`config.mk`:
```
export PLATFORM = sky130hd
export DESIGN_NAME = dds_sequencer
export DESIGN_NICKNAME = d
export VERILOG_FILES = /design/src/verilog/dds_pkg.sv /design/src/verilog/dds_fifo.sv /design/src/verilog/dds_sequencer.sv
export VERILOG_INCLUDE_DIRS = /design/src /design/src/verilog
export SDC_FILE = /design/constraint.sdc
export NUM_CORES = 1
export LEC_CHECK = 0
export BUFFER_PORTS_ARGS = -buffer_cell sky130_fd_sc_hd__buf_2
export CAP_MARGIN = 40
export CORE_UTILIZATION = 60
export CTS_CLUSTER_DIAMETER = 120
export DETAILED_ROUTE_END_ITERATION = 8
export MAX_ROUTING_LAYER = met4
export PLACE_DENSITY = 0.78
export SLEW_MARGIN = 20
export SYNTH_ARGS = -nofsm -noshare
export SYNTH_HDL_FRONTEND = slang
export SYNTH_SLANG_ARGS = --single-unit
```
`constraint.sdc`:
```
create_clock -name ref_clk -period 4 [get_ports ref_clk]
set_input_delay 0.2 -clock ref_clk [delete_from_list [all_inputs] [get_ports ref_clk]]
set_output_delay 0.2 -clock ref_clk [all_outputs]
set_load 0.02 [all_outputs]
```
`src/verilog/dds_params.svh`:
```
// Constants for the DAC dither sequencer: widths, tick rates and cycle counts
`ifndef DDS_PARAMS_SVH
`define DDS_PARAMS_SVH

// Clock
`define DDS_CLK_HZ 20000000
// Output update period, ns, and the cycle count derived from it
`define DDS_UPD_TIME_NS 20000
`define DDS_UPD_CYC ((`DDS_UPD_TIME_NS * (`DDS_CLK_HZ / 1000000)) / 1000)
// Sampling tick rate, Hz, and its period in cycles (rounded down)
`define DDS_SAMP_HZ 16384
`define DDS_SAMP_CYC (`DDS_CLK_HZ / `DDS_SAMP_HZ)
// Counter widths
`define DDS_UPD_W 9
`define DDS_SAMP_W 11
// Data widths
`define DDS_CODE_W 8
`define DDS_FACT_W 4
`define DDS_ADC_W 10
`define DDS_LVL_W 12
`define DDS_SUM16_W 14
`define DDS_SUM256_W 18
// Pattern length and correction interval in samples
`define DDS_STEPS 16
`define DDS_GRP_LAST 4'hF
`define DDS_CORR_LAST 8'hFF
// Code range limits
`define DDS_CODE_MAX 8'hFF
`define DDS_LVL_MAX 12'hFFF
`define DDS_LVL_MIN 12'h000
// Sample buffer shape
`define DDS_FIFO_DEPTH 16

`endif

```
`src/verilog/dds_pkg.sv`:
```
// Types shared by the DAC dither sequencer
`include "dds_params.svh"

package dds_pkg;

   // Corrector phase: collect samples, or apply one correction step
   typedef enum logic [0:0] {
      DDS_ST_RUN,
      DDS_ST_ADJUST
   } dds_mode_e;

   // Complete state of the sequencer
   typedef struct packed {
      dds_mode_e mode;
      logic [`DDS_UPD_W-1:0] upd_cnt;
      logic [`DDS_SAMP_W-1:0] samp_cnt;
      logic [3:0] step;
      logic [`DDS_STEPS-1:0] pat;
      logic [`DDS_CODE_W-1:0] fr_base;
      logic [`DDS_LVL_W-1:0] target;
      logic [`DDS_LVL_W-1:0] work;
      logic [`DDS_CODE_W-1:0] dac_code;
      logic dac_load;
      logic frame_start;
      logic adc_start;
      logic [`DDS_SUM16_W-1:0] sum16;
      logic [3:0] grp_cnt;
      logic [`DDS_SUM256_W-1:0] sum256;
      logic [7:0] corr_cnt;
      logic [`DDS_LVL_W-1:0] meas_level;
      logic meas_valid;
      logic [`DDS_LVL_W-1:0] raw_level;
      logic raw_valid;
   } dds_state_s;

endpackage

```
`src/verilog/dds_fifo.sv`:
```
// Sample buffer with registered read data and valid/ready on both sides
`timescale 1ns/1ns
`default_nettype none

module dds_fifo
   import dds_pkg::*;
#(
   parameter int WIDTH = 10,
   parameter int DEPTH = 16
) (
   input wire logic ref_clk,
   input wire logic reset,
   input wire logic [WIDTH-1:0] in_data,
   input wire logic in_valid,
   output logic in_ready,
   output logic [WIDTH-1:0] out_data,
   output logic out_valid,
   input wire logic out_ready
);
   localparam int AW = $clog2(DEPTH);
   localparam logic [AW:0] FULL_CNT = (AW+1)'(DEPTH);

   typedef struct packed {
      logic [DEPTH-1:0][WIDTH-1:0] mem;
      logic [AW-1:0] wr;
      logic [AW-1:0] rd;
      logic [AW:0] count;
      logic in_ready;
      logic [WIDTH-1:0] out_data;
      logic out_valid;
   } dds_fifo_s;

   dds_fifo_s s_r;
   dds_fifo_s s_nxt;

   // Output register refills whenever it is empty or being taken
   always_comb begin
      logic push;
      logic pop_out;
      logic load_out;
      push = in_valid & s_r.in_ready;
      pop_out = s_r.out_valid & out_ready;
      load_out = (~s_r.out_valid | pop_out) & (s_r.count != '0);
      s_nxt = s_r;
      if (push) begin
         s_nxt.mem[s_r.wr] = in_data;
         s_nxt.wr = s_r.wr + 1'b1;
      end
      if (load_out) begin
         s_nxt.out_data = s_r.mem[s_r.rd];
         s_nxt.rd = s_r.rd + 1'b1;
         s_nxt.out_valid = 1'b1;
      end else if (pop_out) begin
         s_nxt.out_valid = 1'b0;
      end
      s_nxt.count = s_r.count + {{AW{1'b0}}, push} - {{AW{1'b0}}, load_out};
      // Ready is registered so a full buffer refuses from the next edge on
      s_nxt.in_ready = (s_nxt.count < FULL_CNT);
   end

   always_ff @(posedge ref_clk) begin
      if (reset) begin
         s_r <= '0;
      end else begin
         s_r <= s_nxt;
      end
   end

   assign in_ready = s_r.in_ready;
   assign out_data = s_r.out_data;
   assign out_valid = s_r.out_valid;

endmodule // dds_fifo

`default_nettype wire

```
`src/verilog/dds_sequencer.sv`:
```
// DAC dither sequencer: 16-step pattern generator with closed-loop correction
`timescale 1ns/1ns
`default_nettype none
`include "dds_params.svh"

module dds_sequencer
   import dds_pkg::*;
(
   input wire logic ref_clk,
   input wire logic reset,
   input wire logic [`DDS_CODE_W-1:0] base_in,
   input wire logic [`DDS_FACT_W-1:0] factor_in,
   input wire logic target_load,
   input wire logic closed_loop,
   input wire logic raw_check,
   input wire logic [`DDS_ADC_W-1:0] adc_data,
   input wire logic adc_valid,
   output logic adc_ready,
   output logic adc_start,
   output logic [`DDS_CODE_W-1:0] dac_code,
   output logic dac_load,
   output logic frame_start,
   output logic [`DDS_CODE_W-1:0] eff_base,
   output logic [`DDS_FACT_W-1:0] eff_factor,
   output logic [`DDS_LVL_W-1:0] meas_level,
   output logic meas_valid,
   output logic [`DDS_LVL_W-1:0] raw_level,
   output logic raw_valid
);

   localparam logic [`DDS_UPD_W-1:0] UPD_LAST = `DDS_UPD_W'(`DDS_UPD_CYC - 1);
   localparam logic [`DDS_SAMP_W-1:0] SAMP_LAST = `DDS_SAMP_W'(`DDS_SAMP_CYC - 1);

   // Adder column for a factor; bit k serves step k (first state in bit 0)
   function automatic logic [`DDS_STEPS-1:0] dds_mask(input logic [`DDS_FACT_W-1:0] f);
      logic [`DDS_STEPS-1:0] m;
      case (f)
         4'h0: m = 16'h0000;
         4'h1: m = 16'h0001;
         4'h2: m = 16'h0101;
         4'h3: m = 16'h0421;
         4'h4: m = 16'h1111;
         4'h5: m = 16'h1249;
         4'h6: m = 16'h2525;
         4'h7: m = 16'h2A55;
         4'h8: m = 16'h5555;
         4'h9: m = 16'hD5AA;
         4'hA: m = 16'hDADA;
         4'hB: m = 16'hEDB6;
         4'hC: m = 16'hEEEE;
         4'hD: m = 16'hFBDE;
         4'hE: m = 16'hFEFE;
         4'hF: m = 16'hFFFE;
         default: m = 16'h0000;
      endcase
      return m;
   endfunction

   // Base plus one pattern bit, clipped so the top code cannot roll to zero
   function automatic logic [`DDS_CODE_W-1:0] dds_code(input logic [`DDS_CODE_W-1:0] b,
                                                      input logic bit_sel);
      logic [`DDS_CODE_W-1:0] c;
      c = b;
      if (bit_sel && b != `DDS_CODE_MAX) begin
         c = b + 8'h01;
      end
      return c;
   endfunction

   dds_state_s s_r;
   dds_state_s s_nxt;

   logic fifo_valid;
   logic [`DDS_ADC_W-1:0] fifo_data;
   logic fifo_pop;

   // Samples queue here so a correction cycle never drops a conversion
   dds_fifo #(
      .WIDTH(`DDS_ADC_W),
      .DEPTH(`DDS_FIFO_DEPTH)
   ) dds_fifo_inst (
      .ref_clk(ref_clk),
      .reset(reset),
      .in_data(adc_data),
      .in_valid(adc_valid),
      .in_ready(adc_ready),
      .out_data(fifo_data),
      .out_valid(fifo_valid),
      .out_ready(fifo_pop)
   );

   // The drain stalls during the one-cycle correction step
   assign fifo_pop = (s_r.mode == DDS_ST_RUN);

   // Next-state logic
   always_comb begin
      logic [`DDS_SUM16_W-1:0] s16;
      logic [`DDS_LVL_W-1:0] meas256;
      logic [`DDS_CODE_W-1:0] fb;
      logic [`DDS_STEPS-1:0] fp;
      s16 = s_r.sum16 + {4'h0, fifo_data};
      meas256 = s_r.sum256[`DDS_SUM256_W-1:6];
      fb = s_r.work[`DDS_LVL_W-1:`DDS_FACT_W];
      fp = raw_check ? '0 : dds_mask(s_r.work[`DDS_FACT_W-1:0]);
      s_nxt = s_r;
      s_nxt.dac_load = 1'b0;
      s_nxt.frame_start = 1'b0;
      s_nxt.adc_start = 1'b0;
      s_nxt.meas_valid = 1'b0;
      s_nxt.raw_valid = 1'b0;

      // Update tick: one new code per period, frame rearms after step 15
      if (s_r.upd_cnt == UPD_LAST) begin
         s_nxt.upd_cnt = '0;
         s_nxt.dac_load = 1'b1;
         s_nxt.step = s_r.step + 4'h1;
         if (s_r.step == 4'h0) begin
            // Frame values are latched here so a new target never splits a frame
            s_nxt.fr_base = fb;
            s_nxt.pat = fp;
            s_nxt.frame_start = 1'b1;
            s_nxt.dac_code = dds_code(fb, fp[0]);
         end else begin
            s_nxt.dac_code = dds_code(s_r.fr_base, s_r.pat[s_r.step]);
         end
      end else begin
         s_nxt.upd_cnt = s_r.upd_cnt + 1'b1;
      end

      // Conversion request tick
      if (s_r.samp_cnt == SAMP_LAST) begin
         s_nxt.samp_cnt = '0;
         s_nxt.adc_start = 1'b1;
      end else begin
         s_nxt.samp_cnt = s_r.samp_cnt + 1'b1;
      end

      case (s_r.mode)
         DDS_ST_RUN: begin
            if (fifo_valid) begin
               s_nxt.grp_cnt = s_r.grp_cnt + 4'h1;
               s_nxt.sum256 = s_r.sum256 + {8'h00, fifo_data};
               s_nxt.corr_cnt = s_r.corr_cnt + 8'h01;
               if (s_r.grp_cnt == `DDS_GRP_LAST) begin
                  s_nxt.sum16 = '0;
                  // Sum of 16 ten-bit samples, top 12 bits as the level
                  if (raw_check) begin
                     s_nxt.raw_level = s16[`DDS_SUM16_W-1:2];
                     s_nxt.raw_valid = 1'b1;
                  end else begin
                     s_nxt.meas_level = s16[`DDS_SUM16_W-1:2];
                     s_nxt.meas_valid = 1'b1;
                  end
               end else begin
                  s_nxt.sum16 = s16;
               end
               if (s_r.corr_cnt == `DDS_CORR_LAST && closed_loop && !raw_check) begin
                  s_nxt.mode = DDS_ST_ADJUST;
               end else if (s_r.corr_cnt == `DDS_CORR_LAST) begin
                  s_nxt.sum256 = '0; // Open loop or raw check: window discarded
               end
            end
         end
         DDS_ST_ADJUST: begin
            // Bang-bang step on the whole 12-bit value carries into the base
            if (meas256 < s_r.target && s_r.work != `DDS_LVL_MAX) begin
               s_nxt.work = s_r.work + 12'h001;
            end else if (meas256 > s_r.target && s_r.work != `DDS_LVL_MIN) begin
               s_nxt.work = s_r.work - 12'h001;
            end
            s_nxt.sum256 = '0;
            s_nxt.mode = DDS_ST_RUN;
         end
         default: begin
            s_nxt.mode = DDS_ST_RUN;
         end
      endcase

      // A new target overrides any correction taken in the same cycle
      if (target_load) begin
         s_nxt.target = {base_in, factor_in};
         s_nxt.work = {base_in, factor_in};
         s_nxt.sum256 = '0;
         s_nxt.corr_cnt = '0;
      end
   end

   always_ff @(posedge ref_clk) begin
      if (reset) begin
         s_r <= '0;
      end else begin
         s_r <= s_nxt;
      end
   end

   assign dac_code = s_r.dac_code;
   assign dac_load = s_r.dac_load;
   assign frame_start = s_r.frame_start;
   assign adc_start = s_r.adc_start;
   assign eff_base = s_r.work[`DDS_LVL_W-1:`DDS_FACT_W];
   assign eff_factor = s_r.work[`DDS_FACT_W-1:0];
   assign meas_level = s_r.meas_level;
   assign meas_valid = s_r.meas_valid;
   assign raw_level = s_r.raw_level;
   assign raw_valid = s_r.raw_valid;

endmodule // dds_sequencer

`default_nettype wire
```
==> results by group <==
Route
  • Drt drc: 0
  • Starting DRT DRC Count: 899
  • Routed WL: 38100 microns
  • Via count: 13200
  • DR pass1 iterations: 7
  • Routed length per instance: 16.8 microns
  • Routed vias/inst: 5.84
  • Antenna-violating nets left: 0

Cells and area
  • Non-filler instance count after layout: 2262
  • Fillers: 2099
  • Fraction of layout cells with a size suffix above 1: 13.2%
  • Ant diodes: 0
  • Final net count: 1966
  • Synthesis-to-finish area growth: 10.5%

Critical path
  • Slowest cell delay on critical path: 0.46 ns
  • Crit Path Max Fanout: 7
  • Worst EP arrival: 4.12 ns
  • Critical path capture point type: flip-flop
  • Crit start category: flip-flop
  • CP cell instances: inv_1 > ha_1 > nor2b_1 > o211ai_1 > a211o_1 > and4_4 > inv_1 > fa_1 > a21o_1 > a21oi_1 > o21bai_1 > a2111o_1 > a31o_2 > a21oi_1 > xor2_1 > o31ai_1
  • Critical path data required time: 4.39 ns
  • Slowest-stage cell, CP: a2111o_1
  • Worst setup path category: reg -> reg

Power
  • Total power: 8.42 mW
  • Peak VDD IR: 0.399 mV
  • Power Density: 453 nW/um^2
  • Leakage Power: 6.98 nW

GRT
  • Antenna violations before repair: 0
  • GRT overflow: 0
  • Vias in the first global route: 12800
  • Largest net degree at the start of global routing: 126
  • Global-route wire length before repair: 62500 microns
  • Total GRT Usage: 27.6%

STA
  • Setup total negative slack: 0 ns
  • Min cycle time layout: 3.73 ns
  • Worst Max-Slew Pin Slew: 0.807 ns
  • Fmax: 0.268 GHz
  • Final Setup Violations: 0
  • Final period utilization: 93.3%
  • RSZ-0062 raised after global routing: no
  • Slew Limit Fails: 0
  • Final hold vios: 0
  • Worst slew margin: 45.4%
  • Max Clock Skew: 0.0179 ns
  • Final worst slack: 0.269 ns
  • Final Hold Slack: 0.0215 ns

Die
  • Die Wd: 169 microns
  • # IOs: 78
  • Die height: 169 microns
  • Die area: 28700 sq um
  • Core region area: 27300 sq um
  • Initial Utilization: 61.7%
  • Number of cell rows: 60

Synthesis
  • #FFs+latches synth: 351
  • Syn nets: 1945
  • Syn_area_per_cell: 9.12 sq um
  • Post-synth EDFFs: 0
  • Sequential share of the synthesized area: 41.8%
  • Warnings, synthesis: 0
  • Ys async rst share: 0%
  • Cell variety after synth: 63
  • Synthesized netlist cell count: 1844
  • Top_reg_cell synth: dfxtp_1
  • Synth Cell Area: 16800 sq um

Placed design
  • Port bufs: 77
  • Pre-CTS setup slack: 0.329 ns
  • Routability cong.: 0.931
  • Final HPWL DP: 25900 microns
  • Inst Count DP: 2188

Clock network
  • Num Clock Sinks: 351
  • H-tree depth: 2
  • CTS tree: built
  • CTS clk-pin slew, worst paths: 0.06 ns
  • Worst skew pair latency: 0.53 ns
  • Post-CTS resize count: 0
  • Maximum clock insertion buffer count: 3
  • Cts bufs inserted: 38
  • Clk root buf: clkbuf_16

Min path
  • Hold Path Class: in -> reg

Status
  • Status: finished, final reports clean

Run
  • Max-Cap Viols: 0
-- synth_stat cells (all sizes together) (4+ instances only) --
master / count / share of area (%)
o21bai: 8 / 0.36
a22oi: 19 / 0.85
clkbuf: 82 / 1.8
xnor2: 45 / 2.3
a21o: 10 / 0.45
fa: 4 / 0.48
a211oi: 13 / 0.58
nand2: 246 / 5.5
nand4: 20 / 0.78
ha: 69 / 5.1
or3: 11 / 0.41
xor2: 34 / 1.8
and2: 6 / 0.22
a31oi: 6 / 0.22
nand3: 37 / 1.1
nor2: 250 / 5.6
dfxtp: 351 / 42
a31o: 4 / 0.21
nor3: 18 / 0.54
and3: 16 / 0.60
o21a: 7 / 0.31
a21oi: 163 / 4.9
or2: 4 / 0.15
o21ai: 30 / 0.89
nor3b: 4 / 0.18
mux4: 55 / 7.4
o211ai: 4 / 0.18
o31ai: 9 / 0.48
buf: 63 / 2.5
or4: 6 / 0.27
nand2b: 15 / 0.56
nor2b: 10 / 0.37
mux2i: 124 / 7.4
inv: 51 / 1.1
nand3b: 18 / 0.80
o22ai: 6 / 0.31
-- cells by family (layout without fill, tap and decap cells) --
| logic type | after synthesis | after routing | share of synthesized area [%] |
|---|---|---|---|
| buffers and inverters | 196 | 242 | 5.48 |
| and+or+nand+nor | 669 | 669 | 17.5 |
| xor gates and xnor gates | 79 | 79 | 4.11 |
| DFF | 351 | 351 | 41.8 |
| adders and majority gates | 73 | 73 | 5.61 |
| AOI/OAI and AO/OA | 294 | 294 | 10.5 |
| muxes | 182 | 182 | 14.9 |
-- stage by stage --
stage | utilization, % | instance area [sq um]
CTS | 68.0 | 18500
finish | 68.2 | 18600
global placement | 63.2 | 17200
global route | 68.2 | 18600
detailed placement | 63.4 | 17300
floorplan | - | 16800
-- per-layer routing --
layer	wire length, microns	vias to the layer above	global-route usage, %	part of all wire [%]
li1	-	6366	-	-
met1	16100	6319	33.3	42
met2	18800	423	46.6	49
met3	2100	93	3.78	5.5
met4	1180	0	11.0	3.1
met5	0	-	-	0
-- flip-flops by register name (all words and copies together) (netlist names), 4 cells and up, named ones only --
signal	cells
s_r	103
meas_level	12
dac_code	8
raw_level	12
eff_factor	4
dds_fifo_inst.s_r	173
eff_base	8
dds_fifo_inst.out_data	10
-- repair_timing --
action                    CTS  global route
setup buffers               0             0
hold buffers                6             0
hold endpoints to repair    7             0
-- area by class of cell --
class,instances,area [sq um],share of cell area (%)
Multi-Input combinational cell,1297,8870,47.7
Clock inverter,5,43.8,0.236
Tap cell,372,465,2.51
Timing Repair Buffer,126,836,4.50
Clock buffer,60,1140,6.16
Sequential cell,351,7030,37.8
Inverter,51,191,1.03
-- where the power goes --
part           switching (mW)  internal [mW]
logic                   0.764          0.558
registers               0.160           3.61
clock network            1.36           1.96
-- worst max-delay path: cells and delay by family, from the launching register on --
kind            cells  cell delay [ns]
flops               1             0.32
fa+ha+maj           2             0.68
simple gates        2             0.40
buf+inv             2             0.12
xor+xnor            1             0.16
compound gates      9             1.91
-- cell usage in the layout (no fill, tap or decap), types with 4 or more instances in the layout --
cell	synthesis	layout
a211oi_1	13	13
nor2_1	246	246
mux4_2	55	55
and2_1	6	6
nor3_1	18	18
o22ai_1	5	5
buf_4	44	37
clkbuf_1	82	12
a21o_1	10	10
dlygate4sd3_1	0	6
clkbuf_8	0	9
nor2b_1	10	10
nand3_1	36	36
a22oi_1	19	19
nand3b_1	18	18
dfxtp_1	351	349
a31o_2	4	4
ha_1	69	69
o31ai_1	8	8
inv_1	50	50
o21a_1	7	7
buf_2	10	76
fa_1	4	4
a31oi_1	6	6
o21ai_0	30	30
nand4_1	19	19
or3_1	11	11
and3_1	16	16
nand2b_1	15	15
or4_1	6	6
xnor2_1	45	45
o211ai_1	4	4
xor2_1	34	34
mux2i_1	124	124
nand2_1	246	246
nor2_2	4	4
clkbuf_16	0	39
a21oi_1	163	163
nor3b_1	4	4
o21bai_1	8	8
-- worst paths after layout --
kind	start	endpoint	slack, ns	depth (start not counted)
setup / recovery	s_r[94]	eff_base[6]	0.27	16
hold / removal	base_in[3]	s_r[100]	0.02	3
setup reg to reg	s_r[94]	eff_base[6]	0.27	16
hold reg to reg	s_r[144]	s_r[144]	0.45	1
(Power assumes the default switching activity.)
